==> src/logic/micp_pkg.sv <==
// constants, carriers and state layout of the interrupt priority controller
package micp_pkg;
  localparam int MICP_NSLOT = 15;
  // register byte offsets
  localparam logic [7:0] MICP_OFS_REQ = 8'h00;
  localparam logic [7:0] MICP_OFS_ENA = 8'h04;
  localparam logic [7:0] MICP_OFS_CTRL = 8'h08;
  localparam logic [7:0] MICP_OFS_STAT = 8'h0C;
  // control register field positions
  localparam int CTRL_IFLAG_BIT = 0;
  localparam int CTRL_EDGE_LSB = 8;
  localparam int CTRL_SEL_LSB = 16;
  localparam int CTRL_KEYCTL_BIT = 24;
  // status register field positions
  localparam int STAT_IRQ_BIT = 0;
  localparam int STAT_HALT_BIT = 1;
  localparam int STAT_BREAK_BIT = 2;
  localparam int STAT_SLOT_LSB = 4;
  localparam int STAT_KEY_LSB = 16;
  // edge select indices, also sync pin order
  localparam int EDGE_PIN0 = 0;
  localparam int EDGE_PIN1 = 1;
  localparam int EDGE_PIN2 = 2;
  localparam int EDGE_CNT0 = 3;
  localparam int EDGE_CNT1 = 4;
  // source select indices
  localparam int SEL_KEY = 0;
  localparam int SEL_SIO1 = 1;
  localparam int SEL_SIO2 = 2;
  localparam int SEL_TMR1 = 3;
  localparam int SEL_TMR2 = 4;
  localparam int SEL_ADC = 5;
  localparam int SEL_CNT1 = 6;
  // request slots, index is priority minus two
  localparam int SLOT_PIN0 = 0;
  localparam int SLOT_PIN1 = 1;
  localparam int SLOT_PIN2 = 2;
  localparam int SLOT_S1RX = 3;
  localparam int SLOT_S1TX = 4;
  localparam int SLOT_S2RX = 5;
  localparam int SLOT_S2TX = 6;
  localparam int SLOT_TMRX = 7;
  localparam int SLOT_TMR1 = 8;
  localparam int SLOT_TMR2 = 9;
  localparam int SLOT_TMR3 = 10;
  localparam int SLOT_TMR4 = 11;
  localparam int SLOT_CNT0 = 12;
  localparam int SLOT_TMRY = 13;
  localparam int SLOT_ADC = 14;
  // vectors and stack
  localparam logic [15:0] VEC_SLOT0_LO = 16'hFFFA;
  localparam logic [15:0] VEC_RESET_LO = 16'hFFFC;
  localparam logic [15:0] VEC_BREAK_LO = 16'hFFDC;
  localparam logic [7:0] STACK_PAGE = 8'h01;
  localparam logic [7:0] STACK_FRAME = 8'h03;
  // bus responses
  localparam logic [1:0] RESP_OKAY = 2'b00;
  localparam logic [1:0] RESP_SLVERR = 2'b10;

  typedef enum logic [3:0] {
    SEQ_RST_LO, SEQ_RST_HI, SEQ_IDLE, SEQ_PUSH_PCH, SEQ_PUSH_PCL,
    SEQ_PUSH_PS, SEQ_VEC_LO, SEQ_VEC_HI, SEQ_LOAD
  } micp_seq_t;

  typedef struct packed {
    logic ext_irq_pin0;
    logic ext_irq_pin1;
    logic ext_irq_pin2;
    logic counter_input0;
    logic counter_input1;
    logic [7:0] key;
  } micp_pins_t;

  typedef struct packed {
    logic sio1_rx;
    logic sio1_tx;
    logic sio2_rx;
    logic sio2_tx;
    logic tmr_x;
    logic tmr1;
    logic tmr2;
    logic tmr3;
    logic tmr4;
    logic tmr_y;
    logic adc_done;
  } micp_evt_t;

  typedef struct packed {
    logic req;
    logic we;
    logic [15:0] addr;
    logic [7:0] wdata;
  } micp_mem_t;

  typedef struct packed {
    logic [14:0] req;
    logic [14:0] ena;
    logic iflag;
    logic [4:0] edge_rise;
    logic [6:0] sel;
    logic key_ctrl;
    logic [12:0] sync1;
    logic [12:0] sync2;
    logic [4:0] lvl_prev;
    logic break_pend;
    micp_seq_t seq;
    logic [3:0] slot;
    logic [15:0] vec_lo;
    logic [15:0] pc_cap;
    logic [7:0] ps_cap;
    logic [7:0] sp_cap;
    logic [15:0] new_pc;
    micp_mem_t mem;
    logic aw_got;
    logic [7:0] aw_addr;
    logic w_got;
    logic [31:0] wdata;
    logic [3:0] wstrb;
    logic bvalid;
    logic [1:0] bresp;
    logic rvalid;
    logic [31:0] rdata;
    logic [1:0] rresp;
  } micp_state_t;

  // syncs and edge history start high so release makes no false edge
  localparam micp_state_t MICP_STATE_RST = '{
    sync1: '1, sync2: '1, lvl_prev: '1, seq: SEQ_RST_LO, default: '0};
endpackage
==> src/logic/micp_ctrl.sv <==
// interrupt priority controller with request latching and vector sequencer
module micp_ctrl
  import micp_pkg::*;
(
  input logic clk_i,
  input logic reset_n_i,
  input logic s_axi_awvalid_i,
  output logic s_axi_awready_o,
  input logic [7:0] s_axi_awaddr_i,
  input logic [2:0] s_axi_awprot_i,
  input logic s_axi_wvalid_i,
  output logic s_axi_wready_o,
  input logic [31:0] s_axi_wdata_i,
  input logic [3:0] s_axi_wstrb_i,
  output logic s_axi_bvalid_o,
  input logic s_axi_bready_i,
  output logic [1:0] s_axi_bresp_o,
  input logic s_axi_arvalid_i,
  output logic s_axi_arready_o,
  input logic [7:0] s_axi_araddr_i,
  input logic [2:0] s_axi_arprot_i,
  output logic s_axi_rvalid_o,
  input logic s_axi_rready_i,
  output logic [31:0] s_axi_rdata_o,
  output logic [1:0] s_axi_rresp_o,
  input micp_pins_t pins_i,
  input logic [7:0] key_dir_out_i,
  input micp_evt_t evt_i,
  input logic break_instruction_i,
  input logic boundary_i,
  input logic [15:0] pc_i,
  input logic [7:0] ps_i,
  input logic [7:0] sp_i,
  output micp_mem_t mem_o,
  input logic mem_ack_i,
  input logic [7:0] mem_rdata_i,
  output logic irq_o,
  output logic halt_o,
  output logic pc_load_o,
  output logic [15:0] new_pc_o,
  output logic [7:0] new_sp_o
);

  micp_state_t s_reg;
  micp_state_t s_next;

  // register decode: bit 2 is a hit, low bits the register index
  function automatic logic [2:0] decode(input logic [7:0] a);
    logic [2:0] r;
    r = 3'b000;
    if (a[7:2] == MICP_OFS_REQ[7:2])
      r = 3'b100;
    else if (a[7:2] == MICP_OFS_ENA[7:2])
      r = 3'b101;
    else if (a[7:2] == MICP_OFS_CTRL[7:2])
      r = 3'b110;
    else if (a[7:2] == MICP_OFS_STAT[7:2])
      r = 3'b111;
    return r;
  endfunction

  // expand byte strobes to a bit mask
  function automatic logic [31:0] lane_mask(input logic [3:0] st);
    logic [31:0] m;
    m = '0;
    for (int i = 0; i < 4; i++)
      m[i*8 +: 8] = {8{st[i]}};
    return m;
  endfunction

  // index of the lowest set slot, which is the highest priority
  function automatic logic [3:0] first_set(input logic [14:0] v);
    logic [3:0] idx;
    idx = 4'h0;
    for (int i = MICP_NSLOT - 1; i >= 0; i--)
      if (v[i])
        idx = 4'(i);
    return idx;
  endfunction

  logic [4:0] pin_lvl;
  logic [7:0] key_lvl;
  logic [4:0] eff;
  logic key_and;
  logic key_eff;
  logic [4:0] lvl;
  logic [4:0] rise;
  logic [14:0] set_vec;
  logic [14:0] pending;
  logic mask_irq;
  logic [3:0] win_slot;

  // synchronised pin levels in active sense; flipping polarity makes an edge
  // the first struct member is the top bit, so unpack by field name
  micp_pins_t pin_s;
  assign pin_s = s_reg.sync2;
  assign pin_lvl = {pin_s.counter_input1, pin_s.counter_input0,
                    pin_s.ext_irq_pin2, pin_s.ext_irq_pin1, pin_s.ext_irq_pin0};
  assign key_lvl = pin_s.key;
  assign eff = pin_lvl ^ ~s_reg.edge_rise;
  // output-mode key pins read as one so they never pull the AND low
  assign key_and = &(key_lvl | key_dir_out_i);
  assign key_eff = s_reg.key_ctrl & ~key_and;

  // level per edge slot; shared slots mux before the edge so a switch can hit
  assign lvl[0] = eff[EDGE_PIN0];
  assign lvl[1] = eff[EDGE_PIN1];
  assign lvl[2] = s_reg.sel[SEL_KEY] ? key_eff : eff[EDGE_PIN2];
  assign lvl[3] = eff[EDGE_CNT0];
  assign lvl[4] = s_reg.sel[SEL_CNT1] ? eff[EDGE_CNT1] : evt_i.tmr_y;
  assign rise = lvl & ~s_reg.lvl_prev;

  // hardware set events per slot
  assign set_vec[SLOT_PIN0] = rise[0];
  assign set_vec[SLOT_PIN1] = rise[1];
  assign set_vec[SLOT_PIN2] = rise[2];
  assign set_vec[SLOT_S1RX] = evt_i.sio1_rx & s_reg.sel[SEL_SIO1];
  assign set_vec[SLOT_S1TX] = evt_i.sio1_tx & s_reg.sel[SEL_SIO1];
  assign set_vec[SLOT_S2RX] = evt_i.sio2_rx & s_reg.sel[SEL_SIO2];
  assign set_vec[SLOT_S2TX] = evt_i.sio2_tx & s_reg.sel[SEL_SIO2];
  assign set_vec[SLOT_TMRX] = evt_i.tmr_x;
  assign set_vec[SLOT_TMR1] = evt_i.tmr1 & s_reg.sel[SEL_TMR1];
  assign set_vec[SLOT_TMR2] = evt_i.tmr2 & s_reg.sel[SEL_TMR2];
  assign set_vec[SLOT_TMR3] = evt_i.tmr3;
  assign set_vec[SLOT_TMR4] = evt_i.tmr4;
  assign set_vec[SLOT_CNT0] = rise[3];
  assign set_vec[SLOT_TMRY] = rise[4];
  assign set_vec[SLOT_ADC] = evt_i.adc_done & s_reg.sel[SEL_ADC];

  // request gating toward the core
  assign pending = s_reg.req & s_reg.ena;
  assign mask_irq = (|pending) & ~s_reg.iflag;
  assign irq_o = mask_irq | s_reg.break_pend;
  assign win_slot = first_set(pending);

  // handshake and core-facing outputs
  assign s_axi_awready_o = ~s_reg.aw_got & ~s_reg.bvalid;
  assign s_axi_wready_o = ~s_reg.w_got & ~s_reg.bvalid;
  assign s_axi_arready_o = ~s_reg.rvalid;
  assign s_axi_bvalid_o = s_reg.bvalid;
  assign s_axi_bresp_o = s_reg.bresp;
  assign s_axi_rvalid_o = s_reg.rvalid;
  assign s_axi_rdata_o = s_reg.rdata;
  assign s_axi_rresp_o = s_reg.rresp;
  assign mem_o = s_reg.mem;
  assign halt_o = s_reg.seq != SEQ_IDLE;
  assign pc_load_o = s_reg.seq == SEQ_LOAD;
  assign new_pc_o = s_reg.new_pc;
  assign new_sp_o = s_reg.sp_cap;

  logic [14:0] sw_clr;
  logic [14:0] hw_clr;
  logic [31:0] wmask;
  logic [2:0] wdec;
  logic [2:0] rdec;
  logic [31:0] rword;
  logic is_mem;
  logic cmd_we;
  logic [15:0] cmd_addr;
  logic [7:0] cmd_data;
  micp_seq_t cmd_next;

  // next-state logic for bus slave, request latches and sequencer
  always_comb
  begin
    s_next = s_reg;
    sw_clr = '0;
    hw_clr = '0;
    wmask = lane_mask(s_reg.wstrb);
    wdec = decode(s_reg.aw_addr);
    rdec = decode(s_axi_araddr_i);
    rword = '0;
    is_mem = 1'b1;
    cmd_we = 1'b0;
    cmd_addr = '0;
    cmd_data = '0;
    cmd_next = SEQ_IDLE;

    // write address and data are taken in either order
    if (s_axi_awvalid_i && s_axi_awready_o)
    begin
      s_next.aw_got = 1'b1;
      s_next.aw_addr = s_axi_awaddr_i;
    end
    if (s_axi_wvalid_i && s_axi_wready_o)
    begin
      s_next.w_got = 1'b1;
      s_next.wdata = s_axi_wdata_i;
      s_next.wstrb = s_axi_wstrb_i;
    end
    if (s_reg.bvalid && s_axi_bready_i)
      s_next.bvalid = 1'b0;

    // register write once both halves are held
    if (s_reg.aw_got && s_reg.w_got && !s_reg.bvalid)
    begin
      s_next.aw_got = 1'b0;
      s_next.w_got = 1'b0;
      s_next.bvalid = 1'b1;
      s_next.bresp = wdec[2] ? RESP_OKAY : RESP_SLVERR;
      unique case ({wdec[2], wdec[1:0]})
        3'b100: sw_clr = ~s_reg.wdata[14:0] & wmask[14:0];
        3'b101: s_next.ena = (s_reg.ena & ~wmask[14:0])
                             | (s_reg.wdata[14:0] & wmask[14:0]);
        3'b110:
        begin
          if (s_reg.wstrb[0])
            s_next.iflag = s_reg.wdata[CTRL_IFLAG_BIT];
          if (s_reg.wstrb[1])
            s_next.edge_rise = s_reg.wdata[CTRL_EDGE_LSB +: 5];
          if (s_reg.wstrb[2])
            s_next.sel = s_reg.wdata[CTRL_SEL_LSB +: 7];
          if (s_reg.wstrb[3])
            s_next.key_ctrl = s_reg.wdata[CTRL_KEYCTL_BIT];
        end
        default: ; // status is read only, misses answer with an error
      endcase
    end

    // read path answers one cycle after the address is taken
    if (s_reg.rvalid && s_axi_rready_i)
      s_next.rvalid = 1'b0;
    unique case (rdec[1:0])
      2'b00: rword[14:0] = s_reg.req;
      2'b01: rword[14:0] = s_reg.ena;
      2'b10:
      begin
        rword[CTRL_IFLAG_BIT] = s_reg.iflag;
        rword[CTRL_EDGE_LSB +: 5] = s_reg.edge_rise;
        rword[CTRL_SEL_LSB +: 7] = s_reg.sel;
        rword[CTRL_KEYCTL_BIT] = s_reg.key_ctrl;
      end
      2'b11:
      begin
        rword[STAT_IRQ_BIT] = irq_o;
        rword[STAT_HALT_BIT] = halt_o;
        rword[STAT_BREAK_BIT] = s_reg.break_pend;
        rword[STAT_SLOT_LSB +: 4] = s_reg.slot;
        rword[STAT_KEY_LSB +: 8] = key_lvl;
      end
    endcase
    if (s_axi_arvalid_i && s_axi_arready_o)
    begin
      s_next.rvalid = 1'b1;
      s_next.rdata = rdec[2] ? rword : '0;
      s_next.rresp = rdec[2] ? RESP_OKAY : RESP_SLVERR;
    end

    // acceptance at an instruction boundary
    if (s_reg.seq == SEQ_IDLE && boundary_i && irq_o)
    begin
      s_next.iflag = 1'b1;
      s_next.pc_cap = pc_i;
      s_next.ps_cap = ps_i;
      s_next.sp_cap = sp_i;
      s_next.seq = SEQ_PUSH_PCH;
      if (mask_irq)
      begin
        // maskable slots all outrank the break instruction
        s_next.slot = win_slot;
        hw_clr[win_slot] = 1'b1;
        s_next.vec_lo = VEC_SLOT0_LO - {11'h000, win_slot, 1'b0};
      end
      else
      begin
        s_next.break_pend = 1'b0;
        s_next.vec_lo = VEC_BREAK_LO;
      end
    end

    // bus command for each sequencer step
    unique case (s_reg.seq)
      SEQ_RST_LO:
      begin
        s_next.iflag = 1'b1;
        cmd_addr = VEC_RESET_LO;
        cmd_next = SEQ_RST_HI;
      end
      SEQ_RST_HI:
      begin
        cmd_addr = VEC_RESET_LO + 16'h0001;
        cmd_next = SEQ_LOAD;
      end
      SEQ_PUSH_PCH:
      begin
        cmd_we = 1'b1;
        cmd_addr = {STACK_PAGE, s_reg.sp_cap};
        cmd_data = s_reg.pc_cap[15:8];
        cmd_next = SEQ_PUSH_PCL;
      end
      SEQ_PUSH_PCL:
      begin
        cmd_we = 1'b1;
        cmd_addr = {STACK_PAGE, s_reg.sp_cap - 8'h01};
        cmd_data = s_reg.pc_cap[7:0];
        cmd_next = SEQ_PUSH_PS;
      end
      SEQ_PUSH_PS:
      begin
        cmd_we = 1'b1;
        cmd_addr = {STACK_PAGE, s_reg.sp_cap - 8'h02};
        cmd_data = s_reg.ps_cap;
        cmd_next = SEQ_VEC_LO;
      end
      SEQ_VEC_LO:
      begin
        cmd_addr = s_reg.vec_lo;
        cmd_next = SEQ_VEC_HI;
      end
      SEQ_VEC_HI:
      begin
        cmd_addr = s_reg.vec_lo + 16'h0001;
        cmd_next = SEQ_LOAD;
      end
      SEQ_IDLE:
        is_mem = 1'b0;
      SEQ_LOAD:
      begin
        is_mem = 1'b0;
        s_next.seq = SEQ_IDLE;
      end
      default:
      begin
        is_mem = 1'b0;
        s_next.seq = SEQ_IDLE;
      end
    endcase

    // issue the step, then wait for the memory acknowledge
    if (is_mem && !s_reg.mem.req)
    begin
      s_next.mem.req = 1'b1;
      s_next.mem.we = cmd_we;
      s_next.mem.addr = cmd_addr;
      s_next.mem.wdata = cmd_data;
    end
    else if (is_mem && mem_ack_i)
    begin
      s_next.mem.req = 1'b0;
      s_next.seq = cmd_next;
      if (s_reg.seq == SEQ_RST_LO || s_reg.seq == SEQ_VEC_LO)
        s_next.new_pc[7:0] = mem_rdata_i;
      if (s_reg.seq == SEQ_RST_HI || s_reg.seq == SEQ_VEC_HI)
        s_next.new_pc[15:8] = mem_rdata_i;
      if (s_reg.seq == SEQ_PUSH_PS)
        s_next.sp_cap = s_reg.sp_cap - STACK_FRAME;
    end

    // latches hold until cleared; a same-cycle set beats any clear
    s_next.req = (s_reg.req & ~sw_clr & ~hw_clr) | set_vec;
    s_next.break_pend = s_next.break_pend | break_instruction_i;

    // pin synchronisers and edge history
    s_next.sync1 = pins_i;
    s_next.sync2 = s_reg.sync1;
    s_next.lvl_prev = lvl;
  end

  // state register, synchronous reset
  always_ff @(posedge clk_i)
  begin
    if (!reset_n_i)
      s_reg <= MICP_STATE_RST;
    else
      s_reg <= s_next;
  end

endmodule // micp_ctrl

==> config.mk <==
export PLATFORM = sky130hd
export DESIGN_NAME = micp_ctrl
export DESIGN_NICKNAME = d
export VERILOG_FILES = /design/src/logic/micp_pkg.sv /design/src/logic/micp_ctrl.sv
export SDC_FILE = /design/constraint.sdc
export NUM_CORES = 1
export LEC_CHECK = 0
export BUFFER_PORTS_ARGS = -buffer_cell sky130_fd_sc_hd__buf_2
export CAP_MARGIN = 20
export CORE_AREA = 5 5 156 158
export DETAILED_ROUTE_END_ITERATION = 7
export DIE_AREA = 0 0 161 163
export PLACE_DENSITY = 0.7
export SYNTH_ARGS = -nofsm -noshare
export SYNTH_HDL_FRONTEND = slang
export SYNTH_SLANG_ARGS = --single-unit
==> constraint.sdc <==
create_clock -name clk_i -period 2.35 [get_ports clk_i]
set_input_delay 0.235 -clock clk_i [delete_from_list [all_inputs] [get_ports clk_i]]
set_output_delay 0.235 -clock clk_i [all_outputs]
set_load 0.02 [all_outputs]
==> flow_metrics.py, run 1 <==
metrics = {
    "cells_and_area": {
        "fin_cells": 1704,
        "finish.utilization_pct": 54.89,
        "final_common_cell": "dfxtp_1",
        "largest_reg_flops": 108,
        "drive_gt1_share_pct": 23.07,
        "final_nets": 1542,
        "fin_area_um2": 12610,
        "mostFrequentLayoutCells": "dfxtp_1, buf_2, nand2_1",
        "synthToLayoutAreaGrowth_pct": 25.35,
    },
    "timing": {
        "rsz0062_at_grt": "true",
        "slew_viol_final": 0,
        "fin_ws_ps": 36.12,
        "fin_crit_ps": 2314,
        "hold_ws_ps": 26.98,
        "worstMarginPinSlew_ps": 902.2,
        "setup_violations": 0,
        "clock_skew_ps": 9.948,
        "period_share_pct": 98.46,
        "fin_tns_setup_ps": 0,
        "finalHoldViolations": 0,
        "slew_headroom_pct": 39.71,
        "fmaxAchievable_ghz": 0.4322,
    },
    "grt": {
        "grt_max_degree": 116,
        "grt_pass1_wl_mm": 46.18,
        "antenna_found_initial": 1,
        "grt_pass1_vias": 8822,
        "grtUsageTotal_pct": 21.25,
        "grt.overflow.total": 0,
    },
    "logic_synthesis": {
        "syn_area_per_cell_um2": 8.450,
        "syn-cell-area_um2": 10060,
        "synth_top_area_cell": "dfxtp_1",
        "yosysSeqAreaShare_pct": 43.96,
        "synth_warnings": 0,
        "synth-main-ff-cell": "dfxtp_1",
        "ys_seq_elements": 221,
        "synth_edf_count": 0,
        "synth_cell_type_count": 67,
        "netlist.area_leader.share_pct": 43.96,
        "syn_inst": 1191,
        "async_flop_share_pct": 0,
        "synth.area.top_cells": "dfxtp_1, nand2_1, buf_4, a21oi_1, mux2i_1",
    },
    "clock_network": {
        "cts_max_path_buffers": 3,
        "tritoncts": "built",
        "clk_pin_slew_ps": 60,
        "clock_latency_ps": 510,
        "cts-root-buf": "clkbuf_16",
        "numCtsBuffers": 24,
        "htree_levels": 1,
        "clock_sinks": 221,
    },
    "critical_path": {
        "worstSetupPathType": "flip-flop to primary output",
        "startpoint_type": "flip-flop",
        "worstPathArrival_ps": 2080,
        "end_kind": "primary output",
        "crit_required_ps": 2120,
        "worstPathMaxFanout": 5,
    },
    "pwr": {
        "power.density_nw_per_um2": 679.9,
        "leakage_nw": 5.248,
        "ir_drop_uv": 518.8,
        "finalPower_mw": 8.577,
    },
    "placement": {
        "dpl_cell_area_um2": 10850,
        "port_buffers": 204,
        "pre_cts_ws_ps": 155.6,
        "gp_congestion": 0.9045,
        "post-place-cells": 1570,
        "dp_hpwl_mm": 19.71,
    },
    "floorplanning": {
        "coreArea_um2": 22980,
        "rows": 56,
        "num_io_pins": 234,
        "dieHeight_um": 163,
        "die_x_um": 161,
        "start_util_pct": 43.79,
        "die-area_um2": 26240,
    },
    "run_status": {
        "outcome": "finished, final reports clean",
    },
    "drt": {
        "drtIter0Drc": 814,
        "postRouteAntennaNets": 0,
        "vias": 9112,
        "drt-vias-per-instance": 5.347,
        "routed_wl_mm": 29.05,
        "first_pass_iters": 5,
        "avgRoutedWirePerCell_um": 17.05,
        "drcViolationCount": 0,
    },
    "flow_run": {
        "maxCapViolations": 0,
    },
    "min_path": {
        "min_path_type": "input port to flip-flop",
    },
}
[critical path, stage by stage (launching register included)]
cell      delay, ps
dfxtp_4         360
a222oi_1        340
buf_4           200
nand3_4          80
buf_6           160
nor3_4          210
nor2_2           70
buf_6           140
[area by class of cell]
| cell class | instances | area [µm²] |
|---|---|---|
| antenna | 1 | 2.502 |
| clock buffer | 36 | 726.9 |
| inverter | 14 | 55.05 |
| timing repair buffer | 331 | 2225 |
| tap | 290 | 362.8 |
| clock inverter | 7 | 87.58 |
| fill | 2075 | 10370 |
| sequential | 221 | 4429 |
| multi-input combinational | 804 | 4726 |
[routing by layer]
| metal | wire (µm) | vias up | track usage, % |
|---|---|---|---|
| li1 | - | 4467 | - |
| met5 | 7 | - | 0 |
| met2 | 12790 | 351 | 33.35 |
| met3 | 2245 | 49 | 3.974 |
| met4 | 577 | 2 | 5.661 |
| met1 | 13430 | 4243 | 30.21 |
[path summary, 6_finish.rpt]
kind	start	to	slack, ps	cells after the start
worst max-delay path	s_reg[256]	irq_o	40	7
worst min-delay path	evt_i[2]	s_reg[254]	30	3
worst max register to register	s_reg[79]	s_reg[248]	130	5
worst min register to register	s_next[193]	pin_s[5]	400	1
[where the power goes]
group | leakage [nW] | internal [mW] | total (mW) | switching (mW)
clock | 0.401 | 2.35 | 3.85 | 1.50
combinational | 3.04 | 0.348 | 0.773 | 0.425
sequential | 1.80 | 3.86 | 3.95 | 0.0933
total | 5.25 | 6.56 | 8.58 | 2.02
[logic make-up after synthesis]
logic type | count (synthesis) | synth area share [%]
AOI/OAI and AO/OA | 270 | 17.22
xor gates and xnor gates | 11 | 0.9574
adders and majority gates | 6 | 0.7460
buffers and inverters | 175 | 9.946
DFF | 221 | 43.96
muxes | 62 | 6.328
other | 1 | 0.03726
and+or+nand+nor | 445 | 20.80
[Yosys cell counts (3+ instances only)]
master / n
o211ai_1: 5
mux2_2: 13
buf_4: 87
a31oi_1: 25
nor2_1: 100
nand3_1: 26
a21boi_0: 3
o31a_1: 4
a211oi_1: 4
nand4_1: 5
a22oi_1: 31
o22ai_1: 6
a2bb2oi_1: 3
o21ai_0: 36
dfxtp_1: 221
and2_1: 15
nor3_1: 19
a22o_1: 8
a222oi_1: 9
or4_1: 7
a311oi_1: 3
or2_2: 10
a32oi_1: 3
nor2b_1: 8
a21oi_1: 107
nand2_1: 177
nor4_1: 6
nand3b_1: 3
o211a_1: 3
mux2i_1: 49
nand2b_1: 38
or3_1: 7
nor3b_1: 4
buf_2: 13
ha_1: 6
inv_1: 13
clkbuf_1: 59
and3_1: 9
xor2_1: 9
[timing repair]
item / in CTS / in global routing
setup endpoints to repair: 1 / 1
hold buffers: 86 / 0
setup buffers: 1 / 3
endpoints found under the hold margin: 93 / 0
resized for setup: 2 / 12
pin swaps: 1 / 2
(Power assumes the default switching activity.)
==> run 2: changes to the inputs <==
--- a/config.mk
+++ b/config.mk
@@ -7,10 +7,10 @@
 export LEC_CHECK = 0
 export BUFFER_PORTS_ARGS = -buffer_cell sky130_fd_sc_hd__buf_2
 export CAP_MARGIN = 20
-export CORE_AREA = 5 5 156 158
+export CORE_AREA = 5 5 143 145
 export DETAILED_ROUTE_END_ITERATION = 7
-export DIE_AREA = 0 0 161 163
-export PLACE_DENSITY = 0.7
+export DIE_AREA = 0 0 148 150
+export PLACE_DENSITY = 0.79
 export SYNTH_ARGS = -nofsm -noshare
 export SYNTH_HDL_FRONTEND = slang
 export SYNTH_SLANG_ARGS = --single-unit
==> run 2 against run 1 <==
Sequential power is essentially flat. Clock power grew 2%. Combinational power is essentially flat. Core utilization grew 11 points. Design area shrank 0.40%. Critical path type unchanged. Critical endpoint unchanged. Largest cell class unchanged. Largest power group unchanged. Highest routed layer unchanged.
==> flow_metrics.py, run 2 (synthesized netlist as in run 1, its figures left out) <==
metrics = {
    "grt": {
        "antenna_found_initial": 3,
        "grt_pass1_wl_mm": 45.26,
        "grt_pass1_vias": 8863,
        "grt_max_degree": 80,
        "grt.overflow.total": 0,
        "grtUsageTotal_pct": 24.82,
    },
    "placement": {
        "pre_cts_ws_ps": -24.41,
        "dp_hpwl_mm": 19.19,
        "dpl_cell_area_um2": 10810,
        "port_buffers": 204,
        "gp_congestion": 0.9490,
        "post-place-cells": 1518,
    },
    "drt": {
        "avgRoutedWirePerCell_um": 17.37,
        "postRouteAntennaNets": 0,
        "first_pass_iters": 6,
        "vias": 9291,
        "routed_wl_mm": 28.65,
        "drtIter0Drc": 931,
        "drcViolationCount": 0,
        "drt-vias-per-instance": 5.634,
    },
    "timing": {
        "clock_skew_ps": 26.99,
        "fmaxAchievable_ghz": 0.4373,
        "fin_tns_setup_ps": 0,
        "setup_violations": 0,
        "slew_viol_final": 0,
        "worstMarginPinSlew_ps": 902.6,
        "finalHoldViolations": 0,
        "period_share_pct": 97.30,
        "fin_ws_ps": 63.40,
        "slew_headroom_pct": 39.68,
        "fin_crit_ps": 2287,
    },
    "cells_and_area": {
        "fill_cells": 1538,
        "drive_gt1_share_pct": 22.85,
        "finish.utilization_pct": 65.85,
        "fin_area_um2": 12560,
        "fin_cells": 1649,
        "mostFrequentLayoutCells": "dfxtp_1, buf_2, nand2_1",
        "largest_reg_flops": 108,
        "final_common_cell": "dfxtp_1",
        "synthToLayoutAreaGrowth_pct": 24.85,
        "final_nets": 1541,
    },
    "critical_path": {
        "worstPathArrival_ps": 2050,
        "worstPathMaxFanout": 5,
        "crit_required_ps": 2120,
        "worstSetupPathType": "flip-flop to primary output",
        "startpoint_type": "flip-flop",
        "end_kind": "primary output",
    },
    "clock_network": {
        "clock_latency_ps": 520,
        "tritoncts": "built",
        "cts_max_path_buffers": 3,
        "clock_sinks": 221,
        "htree_levels": 1,
        "clk_pin_slew_ps": 70,
        "cts-root-buf": "clkbuf_16",
        "numCtsBuffers": 23,
    },
    "floorplanning": {
        "num_io_pins": 234,
        "dieHeight_um": 150,
        "coreArea_um2": 19080,
        "die-area_um2": 22200,
        "rows": 51,
        "start_util_pct": 52.74,
        "die_x_um": 148,
    },
    "run_status": {
        "outcome": "finished, final reports clean",
    },
    "flow_run": {
        "maxCapViolations": 0,
    },
    "pwr": {
        "leakage_nw": 5.260,
        "ir_drop_uv": 497.0,
        "power.density_nw_per_um2": 687.5,
    },
    "min_path": {
        "min_path_type": "input port to flip-flop",
    },
}
==> run 2: cell count changes in the layout (fill, tap and decap cells not counted), moves of 2 or more <==
cell	change
dfxtp_1	+2
clkbuf_1	-2
buf_12	+2
clkbuf_8	-3
bufinv_16	+3
buf_6	-2
clkbuf_16	-2
==> run 2: layout make-up <==
cell class	count	area (µm²)	area share, %
Inverter	14	55.05	0.4382
Clock inverter	10	178.9	1.424
Multi-Input combinational cell	804	4736	37.69
Sequential cell	221	4424	35.21
Tap cell	238	297.8	2.370
Antenna cell	2	5.005	0.03983
Timing Repair Buffer	331	2240	17.83
Clock buffer	29	628.1	4.999
==> run 2: critical path: stages (launching register included) <==
cell	delay, ps
dfxtp_1	360
a222oi_1	360
buf_4	190
nand3_4	120
nor3_4	250
nor2_1	80
buf_2	170
==> run 2: routing by layer <==
metal / share of wire, % / track usage (%) / up-vias
li1: - / - / 4459
met1: 43 / 34.33 / 4356
met2: 46 / 39.74 / 405
met3: 8.1 / 4.331 / 65
met4: 2.4 / 7.806 / 6
met5: 0.12 / 0 / -
==> run 2: path summary, 6_finish.rpt <==
| check | cells after the start | slack [ps] | to | start |
|---|---|---|---|---|
| worst max register to register | 5 | 160 | s_reg[248] | s_reg[79] |
| worst max-delay path | 6 | 60 | irq_o | s_reg[256] |
| worst min register to register | 1 | 410 | pin_s[11] | s_next[199] |
| worst min-delay path | 3 | 20 | s_reg[254] | evt_i[2] |
==> run 2: stage by stage <==
stage	power [mW]	hold slack [ps]
floorplan	4.470	334.0
global placement	4.656	388.2
detailed placement	4.673	391.7
finish	8.638	24.02
CTS	8.658	14.79
global route	8.901	45.19
==> run 2: timing repair <==
action | 4_1_cts | 5_1_grt
hold buffers | 86 | 0
buffers inserted | 1 | 3
endpoints found under the setup margin | 9 | 2
hold endpoints to repair | 91 | 0
gates resized for setup | 3 | 6
cloned | 0 | 0
pin swaps | 2 | 2
==> run 2: power by group <==
group	total [mW]	leakage, nW	internal, mW	switching, mW
clock network	3.91	0.399	2.43	1.48
logic	0.772	3.06	0.350	0.421
registers	3.95	1.80	3.86	0.0931
total	8.64	5.26	6.64	1.99
==> run 3: changes to the inputs <==
--- a/config.mk
+++ b/config.mk
@@ -10,7 +10,7 @@
 export CORE_AREA = 5 5 143 145
 export DETAILED_ROUTE_END_ITERATION = 7
 export DIE_AREA = 0 0 148 150
-export PLACE_DENSITY = 0.79
+export PLACE_DENSITY_LB_ADDON = 0.1
 export SYNTH_ARGS = -nofsm -noshare
 export SYNTH_HDL_FRONTEND = slang
 export SYNTH_SLANG_ARGS = --single-unit
==> run 3 against run 2 <==
Die area unchanged. Non-clock buffer count rose by 2. Clock-buffer cell count is 4 higher. Worst setup slack worse by 21 ps. Sequential share of layout area up 0.18 points. First-iteration DRC count is 37% lower. Design area fell by 0.46%.
==> flow_metrics.py, run 3 (synthesized netlist as in run 1, its figures left out) <==
metrics = {
    "clock_network": {
        "cts-root-buf": "clkbuf_16",
        "htree_levels": 1,
        "clock_latency_ps": 520,
        "tritoncts": "built",
        "clock_sinks": 221,
        "numCtsBuffers": 23,
        "cts_max_path_buffers": 3,
        "clk_pin_slew_ps": 60,
    },
    "grt": {
        "grt_busiest_layer": "met2",
        "antenna_found_initial": 1,
        "grt.overflow.total": 0,
        "grt_max_degree": 117,
        "gr-usage-met2_pct": 38.84,
        "grt_pass1_wl_mm": 46.04,
        "grt_pass1_vias": 8721,
        "grt_use_met3_pct": 4.876,
        "grtUsageTotal_pct": 25.23,
        "grt_use_met1_pct": 36.89,
    },
    "critical_path": {
        "startpoint": "s_reg[256]",
        "cp_cell_sequence": "a222oi_1 -> nand3_1 -> buf_6 -> nor3_4 -> nor2_1 -> buf_2",
        "rr_startpoint": "s_reg[256]",
        "end_kind": "primary output",
        "crit_required_ps": 2120,
        "crit_slowest_cell": "a222oi_1",
        "path_delay_family": "compound AO/OA/AOI/OAI gates",
        "worstPathArrival_ps": 2070,
        "startpoint_type": "flip-flop",
        "cpPeakStageDelay_ps": 430,
        "crit_buf_inv": 2,
        "worstSetupPathType": "flip-flop to primary output",
        "worstPathMaxFanout": 5,
    },
    "timing": {
        "period_share_pct": 98.21,
        "worstMarginPinSlew_ps": 845.3,
        "rsz0062_at_grt": "true",
        "setup_violations": 0,
        "fin_ws_ps": 42.05,
        "slew_viol_final": 0,
        "clock_skew_ps": 10.07,
        "fin_tns_setup_ps": 0,
        "hold_ws_ps": 15.75,
        "fmaxAchievable_ghz": 0.4333,
        "finalHoldViolations": 0,
        "slew_headroom_pct": 43.51,
        "fin_crit_ps": 2308,
    },
    "floorplanning": {
        "num_io_pins": 234,
        "start_util_pct": 52.74,
        "die-area_um2": 22200,
        "coreArea_um2": 19080,
        "dieHeight_um": 150,
        "die_x_um": 148,
        "rows": 51,
    },
    "cells_and_area": {
        "final_common_cell": "dfxtp_1",
        "finish.utilization_pct": 65.55,
        "fin_area_um2": 12510,
        "final_nets": 1543,
        "mostFrequentLayoutCells": "dfxtp_1, buf_2, nand2_1",
        "n_antenna_cell": 0,
        "fill_cells": 1634,
        "synthToLayoutAreaGrowth_pct": 24.28,
        "fin_cells": 1652,
        "drive_gt1_share_pct": 23.13,
        "largest_reg_flops": 108,
    },
    "drt": {
        "drt-vias-per-instance": 5.528,
        "routed_wl_mm": 28.76,
        "drtIter0Drc": 588,
        "avgRoutedWirePerCell_um": 17.41,
        "first_pass_iters": 5,
        "drcViolationCount": 0,
        "postRouteAntennaNets": 0,
        "vias": 9133,
    },
    "placement": {
        "gp_congestion": 0.9273,
        "dpl_cell_area_um2": 10830,
        "pre_cts_ws_ps": 82.61,
        "dp_hpwl_mm": 19.42,
        "port_buffers": 204,
        "post-place-cells": 1521,
    },
    "min_path": {
        "min-delay-start": "evt_i[10]",
        "min_path_type": "input port to flip-flop",
    },
    "pwr": {
        "ir_drop_uv": 444.8,
        "power.density_nw_per_um2": 672.3,
        "finalPower_mw": 8.408,
        "leakage_nw": 5.233,
    },
    "flow_run": {
        "maxCapViolations": 0,
    },
    "run_status": {
        "outcome": "finished, final reports clean",
    },
}
-- run 3: worst reg2reg max path, stage by stage, from the launching register on --
cell	delay, ps
dfxtp_2	350
a222oi_1	430
nand3_1	210
buf_4	180
buf_4	120
o31a_1	260
buf_12	180
a221oi_2	310
a21oi_1	100
-- run 3: cell type report --
class	count	area, µm²	area share (%)
multi-input cells	804	4723	37.77
well taps	238	297.8	2.381
flip-flops and latches	221	4427	35.39
clock buffers	33	653.1	5.222
repair buffers	333	2243	17.94
inverters	14	55.05	0.4402
clock inverters	9	107.6	0.8603
-- run 3: final timing paths --
path	endpoint	slack (ps)	cells after the start
max reg2reg	new_sp_o[5]	90	8
min	s_reg[246]	20	3
min reg2reg	pin_s[2]	410	1
max	irq_o	40	6
-- run 3: what timing repair did --
action,4_1_cts,5_1_grt
pin swaps,2,2
buffers inserted,2,2
hold buffers,85,0
resized for setup,5,4
setup endpoints to repair,1,10
hold endpoints to repair,92,0
-- run 3: report_power, final --
| part | internal [mW] | switching, mW | total, mW |
|---|---|---|---|
| combinational | 0.343 | 0.416 | 0.760 |
| clock | 2.16 | 1.53 | 3.69 |
| sequential | 3.86 | 0.0970 | 3.96 |
| total | 6.37 | 2.04 | 8.41 |
-- run 3: layer usage --
layer  up-vias  part of all wire [%]
met1      4290                    47
li1       4467                     -
met5         -                 0.045
met2       329                    43
met3        45                   7.6
met4         2                   1.6
